File: config.mk
export PLATFORM = sky130hd
export DESIGN_NAME = remote_command_receiver
export DESIGN_NICKNAME = d
export VERILOG_FILES = /design/src/rtl/remote_command_receiver.v /design/src/rtl/duty_pwm.v
export VERILOG_INCLUDE_DIRS = /design/src /design/src/rtl
export SDC_FILE = /design/constraint.sdc
export NUM_CORES = 1
export LEC_CHECK = 0
export BUFFER_PORTS_ARGS = -buffer_cell sky130_fd_sc_hd__clkbuf_2
export CAP_MARGIN = 10
export CORE_MARGIN = 2
export CORE_UTILIZATION = 35
export CTS_BUF_LIST = sky130_fd_sc_hd__clkbuf_16
export DETAILED_ROUTE_END_ITERATION = 6
export SYNTH_ARGS = -nofsm -noshare
export SYNTH_HDL_FRONTEND = slang
export SYNTH_SLANG_ARGS = --single-unit
File: constraint.sdc
create_clock -name pclk -period 7.2 [get_ports pclk]
set_input_delay 0.36 -clock pclk [delete_from_list [all_inputs] [get_ports pclk]]
set_output_delay 0.36 -clock pclk [all_outputs]
set_load 0.02 [all_outputs]
File: src/rtl/remote_rx_defs.vh
// constants for the remote command receiver
`ifndef REMOTE_RX_DEFS_VH
`define REMOTE_RX_DEFS_VH
`define CLK_HZ          25000000
`define TICK_HZ         40000
`define TICK_DIV        (`CLK_HZ / `TICK_HZ)
`define FRAME_US        3200
`define FRAME_TICKS     ((`FRAME_US * `TICK_HZ) / 1000000)
`define SAMPLE_US       1000
`define SAMPLE_TICKS    ((`SAMPLE_US * `TICK_HZ) / 1000000)
`define HOLD_MS         45
`define HOLD_TICKS      ((`HOLD_MS * `TICK_HZ) / 1000)
`define PULSE_HZ_X100   244
`define PULSE_HALF_TICKS ((`TICK_HZ * 100) / (`PULSE_HZ_X100 * 2))
`define PWM_HZ          10000
`define PWM_CLKS        (`CLK_HZ / `PWM_HZ)
`define SWEEP_MS        6600
`define STEP_TICKS      ((`SWEEP_MS * `TICK_HZ) / (1000 * 63))
`define PREAMBLE        5'h0a
`define CODE_REST       5'h1f
`define CODE_PULSE      5'h1b
`define CODE_ONOFF      5'h0f
`define CODE_HALF       5'h0b
`define CODE_MUTE       5'h0c
`define CODE_INC_A      5'h1a
`define CODE_DEC_A      5'h1e
`define CODE_INC_B      5'h13
`define CODE_DEC_B      5'h06
`define CODE_INC_C      5'h01
`define CODE_DEC_C      5'h15
`define DUTY_HALF       6'h20
`define REG_CTRL        12'h000
`define REG_STATUS      12'h004
`define REG_DUTY        12'h008
`endif

File: src/rtl/remote_command_receiver.v
// remote command receiver: frame decoder, command outputs, apb status
//
// What this block does
// - two local keys pressed together yield one of ten codes, overriding link.
// - signal counter counts carrier ticks, local counter counts 40 kHz ticks.
// - 3.2 ms of steady carrier overflows signal counter, clearing both counters.
// - local counter samples signal counter; both resync each frame, tolerating 24 percent.
// - five bits after sync compare against fixed preamble; mismatch marks invalid.
// - next five bits form command; output only if equal to previous and preamble good.
// - differing command disables outputs at once and is stored for next frame.
// - outputs enable in end frame of second match; disable 45 ms later.
// - rest state drives all binary outputs high; command bits otherwise shown.
// - data-valid low at rest, high while a command is presented.
// - code 11011 gives 2.44 Hz square wave on pulse output, else zero.
// - on/off output toggles on each new appearance of code 01111.
// - three analog outputs are 10 kHz pulse trains, 64 duty steps each.
// - six codes raise or lower duties; full sweep paced to 6.6 s.
// - code 01011 sets all three analog duties to fifty percent.
// - code 01100 mutes analog A, next appearance restores remembered duty.
// - reset clears pulse and on/off, sets duties fifty percent, mutes A.
// - message holds sync, five preamble, five command, end bit.
//
// Our own choices: the address map and register access over APB.
`default_nettype none
`include "remote_rx_defs.vh"
module remote_command_receiver #(
  parameter TICK_DIV   = `TICK_DIV,
  parameter HOLD_TICKS = `HOLD_TICKS,
  parameter STEP_TICKS = `STEP_TICKS
) (
  input  wire        pclk,
  input  wire        presetn,
  input  wire        carrier_in,
  input  wire [4:0]  key_n,
  input  wire        psel,
  input  wire        penable,
  input  wire        pwrite,
  input  wire [11:0] paddr,
  input  wire [31:0] pwdata,
  output reg  [31:0] prdata,
  output wire        pready,
  output wire        pslverr,
  output reg  [4:0]  code_out_r,
  output reg         data_valid_r,
  output reg         pulse_train_r,
  output reg         on_off_r,
  output wire        analog_a,
  output wire        analog_b,
  output wire        analog_c
);
  // ------------------------------------------------------------
  // 40 kHz tick and counters
  // ------------------------------------------------------------
  reg [9:0]  div_r;
  reg        tick_r;
  reg [7:0]  sig_cnt_r;
  reg [7:0]  loc_cnt_r;
  reg        in_frame_r;
  reg        carrier_d_r;
  reg        slot_seen_r;
  reg [3:0]  bit_idx_r;
  reg [4:0]  pre_r;
  reg [4:0]  cmd_r;
  reg [4:0]  stored_r;
  reg        stored_ok_r;
  reg        present_r;
  reg [20:0] hold_r;
  reg [4:0]  shown_r;
  reg        sw_disable_r;
  wire       overflow = (sig_cnt_r == `FRAME_TICKS - 1) & tick_r & carrier_in;

  // divider for the 40 kHz local tick
  always @(posedge pclk or negedge presetn) begin
    if (!presetn) begin
      div_r  <= 10'h000;
      tick_r <= 1'b0;
    end else begin
      tick_r <= (div_r == TICK_DIV - 1);
      div_r  <= (div_r == TICK_DIV - 1) ? 10'h000 : div_r + 10'h001;
    end
  end

  // signal counter counts ticks with carrier; local counter all ticks
  always @(posedge pclk or negedge presetn) begin
    if (!presetn) begin
      sig_cnt_r   <= 8'h00;
      loc_cnt_r   <= 8'h00;
      carrier_d_r <= 1'b0;
      slot_seen_r <= 1'b0;
    end else if (tick_r) begin
      carrier_d_r <= carrier_in;
      if (overflow) begin
        sig_cnt_r   <= 8'h00;
        loc_cnt_r   <= 8'h00;
        slot_seen_r <= 1'b0; // sync carrier must not read as a data one
      end else if (carrier_in & ~carrier_d_r) begin
        sig_cnt_r   <= 8'h01;
        loc_cnt_r   <= 8'h00;
        slot_seen_r <= 1'b0;
      end else begin
        sig_cnt_r <= carrier_in ? sig_cnt_r + 8'h01 : sig_cnt_r;
        loc_cnt_r <= (loc_cnt_r == 8'hff) ? loc_cnt_r : loc_cnt_r + 8'h01;
        if (loc_cnt_r > `SAMPLE_TICKS / 2 && carrier_in)
          slot_seen_r <= 1'b1;
      end
    end
  end

  // ------------------------------------------------------------
  // frame decode and two-transmission check
  // ------------------------------------------------------------
  wire sample = tick_r & in_frame_r & (loc_cnt_r == `SAMPLE_TICKS);
  wire bit_val = slot_seen_r | carrier_in;

  always @(posedge pclk or negedge presetn) begin
    if (!presetn) begin
      in_frame_r  <= 1'b0;
      bit_idx_r   <= 4'h0;
      pre_r       <= 5'h00;
      cmd_r       <= 5'h00;
      stored_r    <= `CODE_REST;
      stored_ok_r <= 1'b0;
      present_r   <= 1'b0;
      hold_r      <= 21'h000000;
    end else begin
      if (overflow) begin
        in_frame_r <= 1'b1;
        bit_idx_r  <= 4'h0;
      end else if (sample) begin
        bit_idx_r <= bit_idx_r + 4'h1;
        if (bit_idx_r < 4'h5)
          pre_r <= {pre_r[3:0], bit_val};
        else if (bit_idx_r < 4'ha)
          cmd_r <= {cmd_r[3:0], bit_val};
        else begin
          in_frame_r <= 1'b0;
          if (pre_r != `PREAMBLE) begin
            stored_ok_r <= 1'b0;
          end else if (stored_ok_r && cmd_r == stored_r) begin
            present_r <= 1'b1;
            hold_r    <= HOLD_TICKS[20:0];
          end else begin
            present_r   <= 1'b0;
            stored_r    <= cmd_r;
            stored_ok_r <= 1'b1;
          end
        end
      end
      // idle countdown disables presentation after silence
      if (tick_r && present_r && !(sample && bit_idx_r == 4'ha)) begin
        if (hold_r == 21'h000001)
          present_r <= 1'b0;
        hold_r <= hold_r - 21'h000001;
      end
    end
  end

  // ------------------------------------------------------------
  // local keys and binary outputs
  // ------------------------------------------------------------
  reg [4:0] key_code;
  reg       key_hit;
  // pairs of keys give one of ten codes
  always @* begin
    key_hit  = 1'b1;
    case (~key_n)
      5'h03:   key_code = `CODE_INC_A;
      5'h05:   key_code = `CODE_DEC_A;
      5'h09:   key_code = `CODE_INC_B;
      5'h11:   key_code = `CODE_DEC_B;
      5'h06:   key_code = `CODE_INC_C;
      5'h0a:   key_code = `CODE_DEC_C;
      5'h12:   key_code = `CODE_HALF;
      5'h0c:   key_code = `CODE_ONOFF;
      5'h14:   key_code = `CODE_MUTE;
      5'h18:   key_code = `CODE_PULSE;
      default: begin
        key_code = `CODE_REST;
        key_hit  = 1'b0;
      end
    endcase
  end

  wire [4:0] next_code = sw_disable_r ? `CODE_REST :
                         key_hit ? key_code :
                         present_r ? stored_r : `CODE_REST;

  always @(posedge pclk or negedge presetn) begin
    if (!presetn) begin
      code_out_r   <= `CODE_REST;
      data_valid_r <= 1'b0;
      shown_r      <= `CODE_REST;
    end else begin
      code_out_r   <= next_code;
      data_valid_r <= (next_code != `CODE_REST);
      shown_r      <= code_out_r;
    end
  end

  wire appear = (code_out_r != shown_r);

  // ------------------------------------------------------------
  // pulse train, on/off, analog duties
  // ------------------------------------------------------------
  reg [13:0] pt_cnt_r;
  reg [17:0] step_cnt_r;
  reg [5:0]  duty_r [0:2];
  reg        muted_r;

  // pulse train and toggle output
  always @(posedge pclk or negedge presetn) begin
    if (!presetn) begin
      pt_cnt_r      <= 14'h0000;
      pulse_train_r <= 1'b0;
      on_off_r      <= 1'b0;
    end else begin
      if (code_out_r != `CODE_PULSE) begin
        pt_cnt_r      <= 14'h0000;
        pulse_train_r <= 1'b0;
      end else if (tick_r) begin
        if (pt_cnt_r == `PULSE_HALF_TICKS - 1) begin
          pt_cnt_r      <= 14'h0000;
          pulse_train_r <= ~pulse_train_r;
        end else
          pt_cnt_r <= pt_cnt_r + 14'h0001;
      end
      if (appear && code_out_r == `CODE_ONOFF)
        on_off_r <= ~on_off_r;
    end
  end

  // constant table: which output, which direction
  reg [1:0] step_ch;
  reg       step_up;
  reg       step_any;
  always @* begin
    step_any = 1'b1;
    step_up  = 1'b1;
    step_ch  = 2'd0;
    case (code_out_r)
      `CODE_INC_A: step_ch = 2'd0;
      `CODE_DEC_A: step_up = 1'b0;
      `CODE_INC_B: step_ch = 2'd1;
      `CODE_DEC_B: begin
        step_ch = 2'd1;
        step_up = 1'b0;
      end
      `CODE_INC_C: step_ch = 2'd2;
      `CODE_DEC_C: begin
        step_ch = 2'd2;
        step_up = 1'b0;
      end
      default: step_any = 1'b0;
    endcase
  end

  wire step_now = tick_r & step_any & (step_cnt_r == STEP_TICKS - 1);

  // duty stepping, half reset and mute
  always @(posedge pclk or negedge presetn) begin
    if (!presetn) begin
      step_cnt_r <= 18'h00000;
      duty_r[0]  <= `DUTY_HALF;
      duty_r[1]  <= `DUTY_HALF;
      duty_r[2]  <= `DUTY_HALF;
      muted_r    <= 1'b1;
    end else begin
      if (!step_any)
        step_cnt_r <= 18'h00000;
      else if (tick_r)
        step_cnt_r <= step_now ? 18'h00000 : step_cnt_r + 18'h00001;
      if (appear && code_out_r == `CODE_HALF) begin
        duty_r[0] <= `DUTY_HALF;
        duty_r[1] <= `DUTY_HALF;
        duty_r[2] <= `DUTY_HALF;
      end else if (step_now) begin
        if (step_up && duty_r[step_ch] != 6'h3f)
          duty_r[step_ch] <= duty_r[step_ch] + 6'h01;
        else if (!step_up && duty_r[step_ch] != 6'h00)
          duty_r[step_ch] <= duty_r[step_ch] - 6'h01;
      end
      if (appear && code_out_r == `CODE_MUTE)
        muted_r <= ~muted_r;
    end
  end

  wire [5:0] duty_a = muted_r ? 6'h00 : duty_r[0];

  wire [2:0] pwm_out;

  // three pwm outputs, one per analog channel
  genvar g;
  generate
    for (g = 0; g < 3; g = g + 1) begin : g_pwm
      duty_pwm #(
        .PERIOD(`PWM_CLKS)
      ) u_pwm (
        .pclk    (pclk),
        .presetn (presetn),
        .duty    ((g == 0) ? duty_a : duty_r[g]),
        .pwm_r   (pwm_out[g])
      );
    end
  endgenerate

  // analog pins straight from the pwm flops
  assign analog_a = pwm_out[0];
  assign analog_b = pwm_out[1];
  assign analog_c = pwm_out[2];

  // ------------------------------------------------------------
  // apb slave, zero wait
  // ------------------------------------------------------------
  assign pready  = 1'b1;
  assign pslverr = 1'b0;
  wire   wr      = psel & penable & pwrite;

  always @(posedge pclk or negedge presetn) begin
    if (!presetn) begin
      sw_disable_r <= 1'b0;
      prdata       <= 32'h00000000;
    end else begin
      if (wr && paddr == `REG_CTRL)
        sw_disable_r <= pwdata[0];
      if (psel && !penable && !pwrite) begin
        case (paddr)
          `REG_CTRL:   prdata <= {31'h0, sw_disable_r};
          `REG_STATUS: prdata <= {22'h0, muted_r, on_off_r, pulse_train_r,
                                  data_valid_r, present_r, code_out_r};
          `REG_DUTY:   prdata <= {14'h0, duty_r[2], duty_r[1], duty_r[0]};
          default:     prdata <= 32'h00000000;
        endcase
      end
    end
  end
endmodule
`default_nettype wire

File: src/rtl/duty_pwm.v
// one 10 kHz duty-factor output with 64 steps
`default_nettype none
module duty_pwm #(
  parameter PERIOD = 2500
) (
  input  wire       pclk,
  input  wire       presetn,
  input  wire [5:0] duty,
  output reg        pwm_r
);
  reg [11:0] cnt_r;
  wire [17:0] thr = duty * PERIOD[11:0];
  // period counter and compare; full step 63 means 100 percent
  always @(posedge pclk or negedge presetn) begin
    if (!presetn) begin
      cnt_r <= 12'h000;
      pwm_r <= 1'b0;
    end else begin
      cnt_r <= (cnt_r == PERIOD - 1) ? 12'h000 : cnt_r + 12'h001;
      pwm_r <= ({6'h00, cnt_r} * 18'd63) < thr;
    end
  end
endmodule
`default_nettype wire

==> flow_metrics.tcl <==
set metrics [dict create \
    status "complete, no violations" \
    ant_nets 0 \
    path_max_fanout 5 \
    ir_drop_uv 172 \
    design.core.area_sq_um 51100 \
    cts_tree "yes" \
    overflow 0 \
    critical_path_class "register to register" \
    area_delta_synth_final_pct 8.73 \
    rows 83 \
    dieArea_sq_um 53400 \
    pre_cts_slack_ns 2.15 \
    max_cap_violations 0 \
    postSynthCellCount 1939 \
    fin_crit_ns 5.06 \
    ios 100 \
    async_flop_share 1.00 \
    layout-drive-gt1-share 0.0768 \
    grt_pass1_wl_microns 63600 \
    cts_sinks 194 \
    post-route-worst-setup-slack_ns 2.14 \
    netlist_area_sq_um 18000 \
    finalCritPeriodShare 0.702 \
    grt_antenna_before_repair 0 \
    setup_tns_ns 0 \
    drt_iter0_markers 826 \
    track_usage 0.143 \
    yosysSeqAreaShare 0.270 \
    drc 0 \
    insertion_delay_ns 0.46 \
    setup_viol 0 \
    grt_pass1_vias 13406 \
    die_h_microns 231 \
    cts_root_buffer "clkbuf_16" \
    critPathLaunchType "register" \
    synthAdderAreaFrac 0.298 \
    muxShareOfSynthArea 0.0227 \
    wl_microns 36400 \
    grt_max_degree 76 \
    drt-wirelength-per-cell_microns 13.6 \
    finalMaxSlewViolations 0 \
    slew_headroom 0.407 \
    powerDensity_nw_per_um2 135 \
    antenna_cells 0 \
    tightest_slew_ns 0.887 \
    switching_share 0.314 \
    rsz0062_at_grt "no" \
    fp.dieW_microns 231 \
    cts.htree.levels 4 \
    ys_seq_elements 194 \
    leakage_nw 9.84 \
    power.total_w 0.00264 \
    ys.flop_type "dfrtp_1" \
    synth.yosys.warnings 0 \
    synthXorXnorAreaFrac 0.0665 \
    vias 13104 \
    numCtsBuffers 17 \
    arrival_ns 5.47 \
    hold_viol 0 \
    synth_compound_gate_area_share 0.122 \
    holdCritPathClass "input pin to register" \
    initial_utilization 0.353 \
    synth_simple_gate_area_share 0.148 \
    num-fill-cells 5123 \
    clock_path_buffers 2 \
    cts.clk_slew.worst_paths_ns 0.08 \
    finalNonFillerCells 2672 \
    synth_top_family_by_area "adder cells" \
    worstSetupEndpointType "register" \
    drtPass1Iterations 6 \
    avgSynthCellArea_sq_um 9.31 \
    timing.fmax_mhz 198 \
    synth.distinct_cells 77 \
    cp_data_required_time_ns 7.61 \
    io_buffers 52 \
    dp.cells 2637 \
    clock_power_share 0.384 \
    place.gp.congestion 0.822 \
    place_hpwl_microns 28400 \
    synth_edf_count 0 \
    pwr-share-comb 0.169 \
    fin_util 0.384 \
    viasPerCell 4.90 \
    p_int_w 0.00181 \
    post_cts_resized 0 \
    seqPwrFrac 0.447 \
    fin_skew_ns 0.0112 \
    nets 2395 \
    power.switching_w 0.000829 \
]
flip-flops by register name (all words and copies together), names as in the netlist, 8 cells and up:
signal	cells
sig_cnt_r	8
step_cnt_r	18
hold_r	21
pt_cnt_r	14
div_r	10
prdata	18
loc_cnt_r	8
duty_r	18
g_pwm.u_pwm.cnt_r	36
layout make-up:
| cell class | count | area [sq um] | area share |
|---|---|---|---|
| clock buffer | 17 | 425 | 0.0217 |
| sequential | 194 | 4880 | 0.249 |
| clock inverter | 15 | 205 | 0.0105 |
| inverter | 275 | 1030 | 0.0526 |
| tap | 680 | 851 | 0.0434 |
| timing repair buffer | 59 | 322 | 0.0164 |
| multi-input combinational | 1432 | 11900 | 0.607 |
synthesized netlist by cell type (all sizes together) (5+ instances only):
library cell / n / area, sq um
nand2b: 27 / 169
a21oi: 77 / 389
a211oi: 8 / 60.1
nand3b: 5 / 37.5
nor3: 40 / 200
or3: 17 / 106
ha: 247 / 3090
xor2: 46 / 403
buf: 24 / 180
o31ai: 12 / 90.1
a21o: 24 / 180
dfstp: 19 / 499
clkbuf: 28 / 105
or4: 6 / 45.0
xnor2: 91 / 797
a211o: 6 / 52.6
inv: 275 / 1030
nand2: 125 / 469
o21a: 6 / 45.0
o22ai: 5 / 31.3
or2: 11 / 68.8
o211ai: 13 / 108
mux2i: 23 / 230
nand4: 19 / 119
and3: 32 / 200
fa: 114 / 2280
nand3: 65 / 325
nor4: 10 / 83.8
o31a: 6 / 52.6
mux2: 16 / 180
nor2b: 23 / 144
a31oi: 16 / 100
o21bai: 15 / 113
dfrtp: 175 / 4380
a22oi: 11 / 82.6
nor2: 130 / 508
and2: 6 / 37.5
o21ai: 120 / 601
cells by family (layout without fill, tap and decap cells):
kind of cell | Yosys count | count (layout)
AND/OR/NAND/NOR | 532 | 532
AO/OA/AOI/OAI | 347 | 347
buffers and inverters | 327 | 366
adder cells (fa/ha/maj) | 361 | 361
flip-flops | 194 | 194
other | 2 | 16
multiplexers | 39 | 39
XOR/XNOR | 137 | 137
worst paths after layout:
path / from / to / slack (ns) / cells past startpoint
min in group asynchronous: presetn / loc_cnt_r[3] / 0.47 / 2
worst min-delay path: pwdata[0] / sw_disable_r / 0.13 / 2
worst max register to register: g_pwm[0].u_pwm.cnt_r[4] / g_pwm[0].u_pwm.pwm_r / 2.14 / 19
worst min register to register: step_cnt_r[17] / step_cnt_r[17] / 0.48 / 1
max in group asynchronous: presetn / prdata[10] / 5.39 / 3
worst max-delay path: g_pwm[0].u_pwm.cnt_r[4] / g_pwm[0].u_pwm.pwm_r / 2.14 / 19
cells in the final DEF (no fill, tap or decap), types with 8 or more instances in the layout:
cell type,n
mux2_2,16
a21oi_1,76
nor2_1,126
dfstp_2,19
and3_1,32
clkbuf_2,51
mux2i_1,23
ha_1,247
nand4_1,19
nand2b_1,27
xnor2_1,91
conb_1,16
nor3_1,39
o211ai_1,11
inv_1,275
o21ai_1,23
a211oi_1,8
a22oi_1,11
nand2_1,125
nor4_1,8
a31oi_1,16
o31ai_1,12
fa_1,114
clkbuf_16,17
dfrtp_1,175
xor2_1,46
nor2b_1,23
o21ai_0,97
nand3_1,65
o21bai_1,15
or3_1,17
or2_2,10
a21o_1,24
layer usage:
layer,track usage,part of all wire,vias to the layer above
met4,0.0296,0.012,0
met2,0.241,0.48,123
met5,0,0,-
met1,0.190,0.48,6363
li1,-,-,6586
met3,0.0306,0.031,32
metrics by stage:
stage                     hold WS [ns]  instance area, sq um
after floorplan                 0.0644                 18100
after global placement           0.428                 19000
after detailed placement         0.432                 19000
after CTS                       0.0928                 19600
after global routing            0.0968                 19600
final                            0.129                 19600
critical path: stages, from the launching register on:
cell       delay, ns
dfrtp_1         0.49
inv_1           0.14
fa_1            0.59
inv_1           0.08
fa_1            0.50
inv_1           0.05
fa_1            0.53
inv_1           0.04
ha_1            0.33
a21oi_1         0.26
o21ai_0         0.19
nand2_1         0.12
o2111ai_1       0.17
a31o_2          0.27
a21oi_1         0.16
xnor2_1         0.15
ha_1            0.26
and3_1          0.19
a211oi_1        0.28
a31o_2          0.19
power groups by stage:
stage | Combinational, W | Sequential [W] | Clock (W)
3_3_place_gp | 0.000435 | 0.00120 | 0
4_1_cts | 0.000456 | 0.00118 | 0.00105
6_report | 0.000448 | 0.00118 | 0.00101
3_5_place_dp | 0.000451 | 0.00120 | 0
5_1_grt | 0.000519 | 0.00119 | 0.00109
2_1_floorplan | 0.000333 | 0.00119 | 0
what timing repair did:
item | 4_1_cts | 5_1_grt
buffers inserted | 0 | 0
hold endpoints to repair | 69 | 0
hold buffers | 1 | 0
Power figures use the tool's default switching activity.
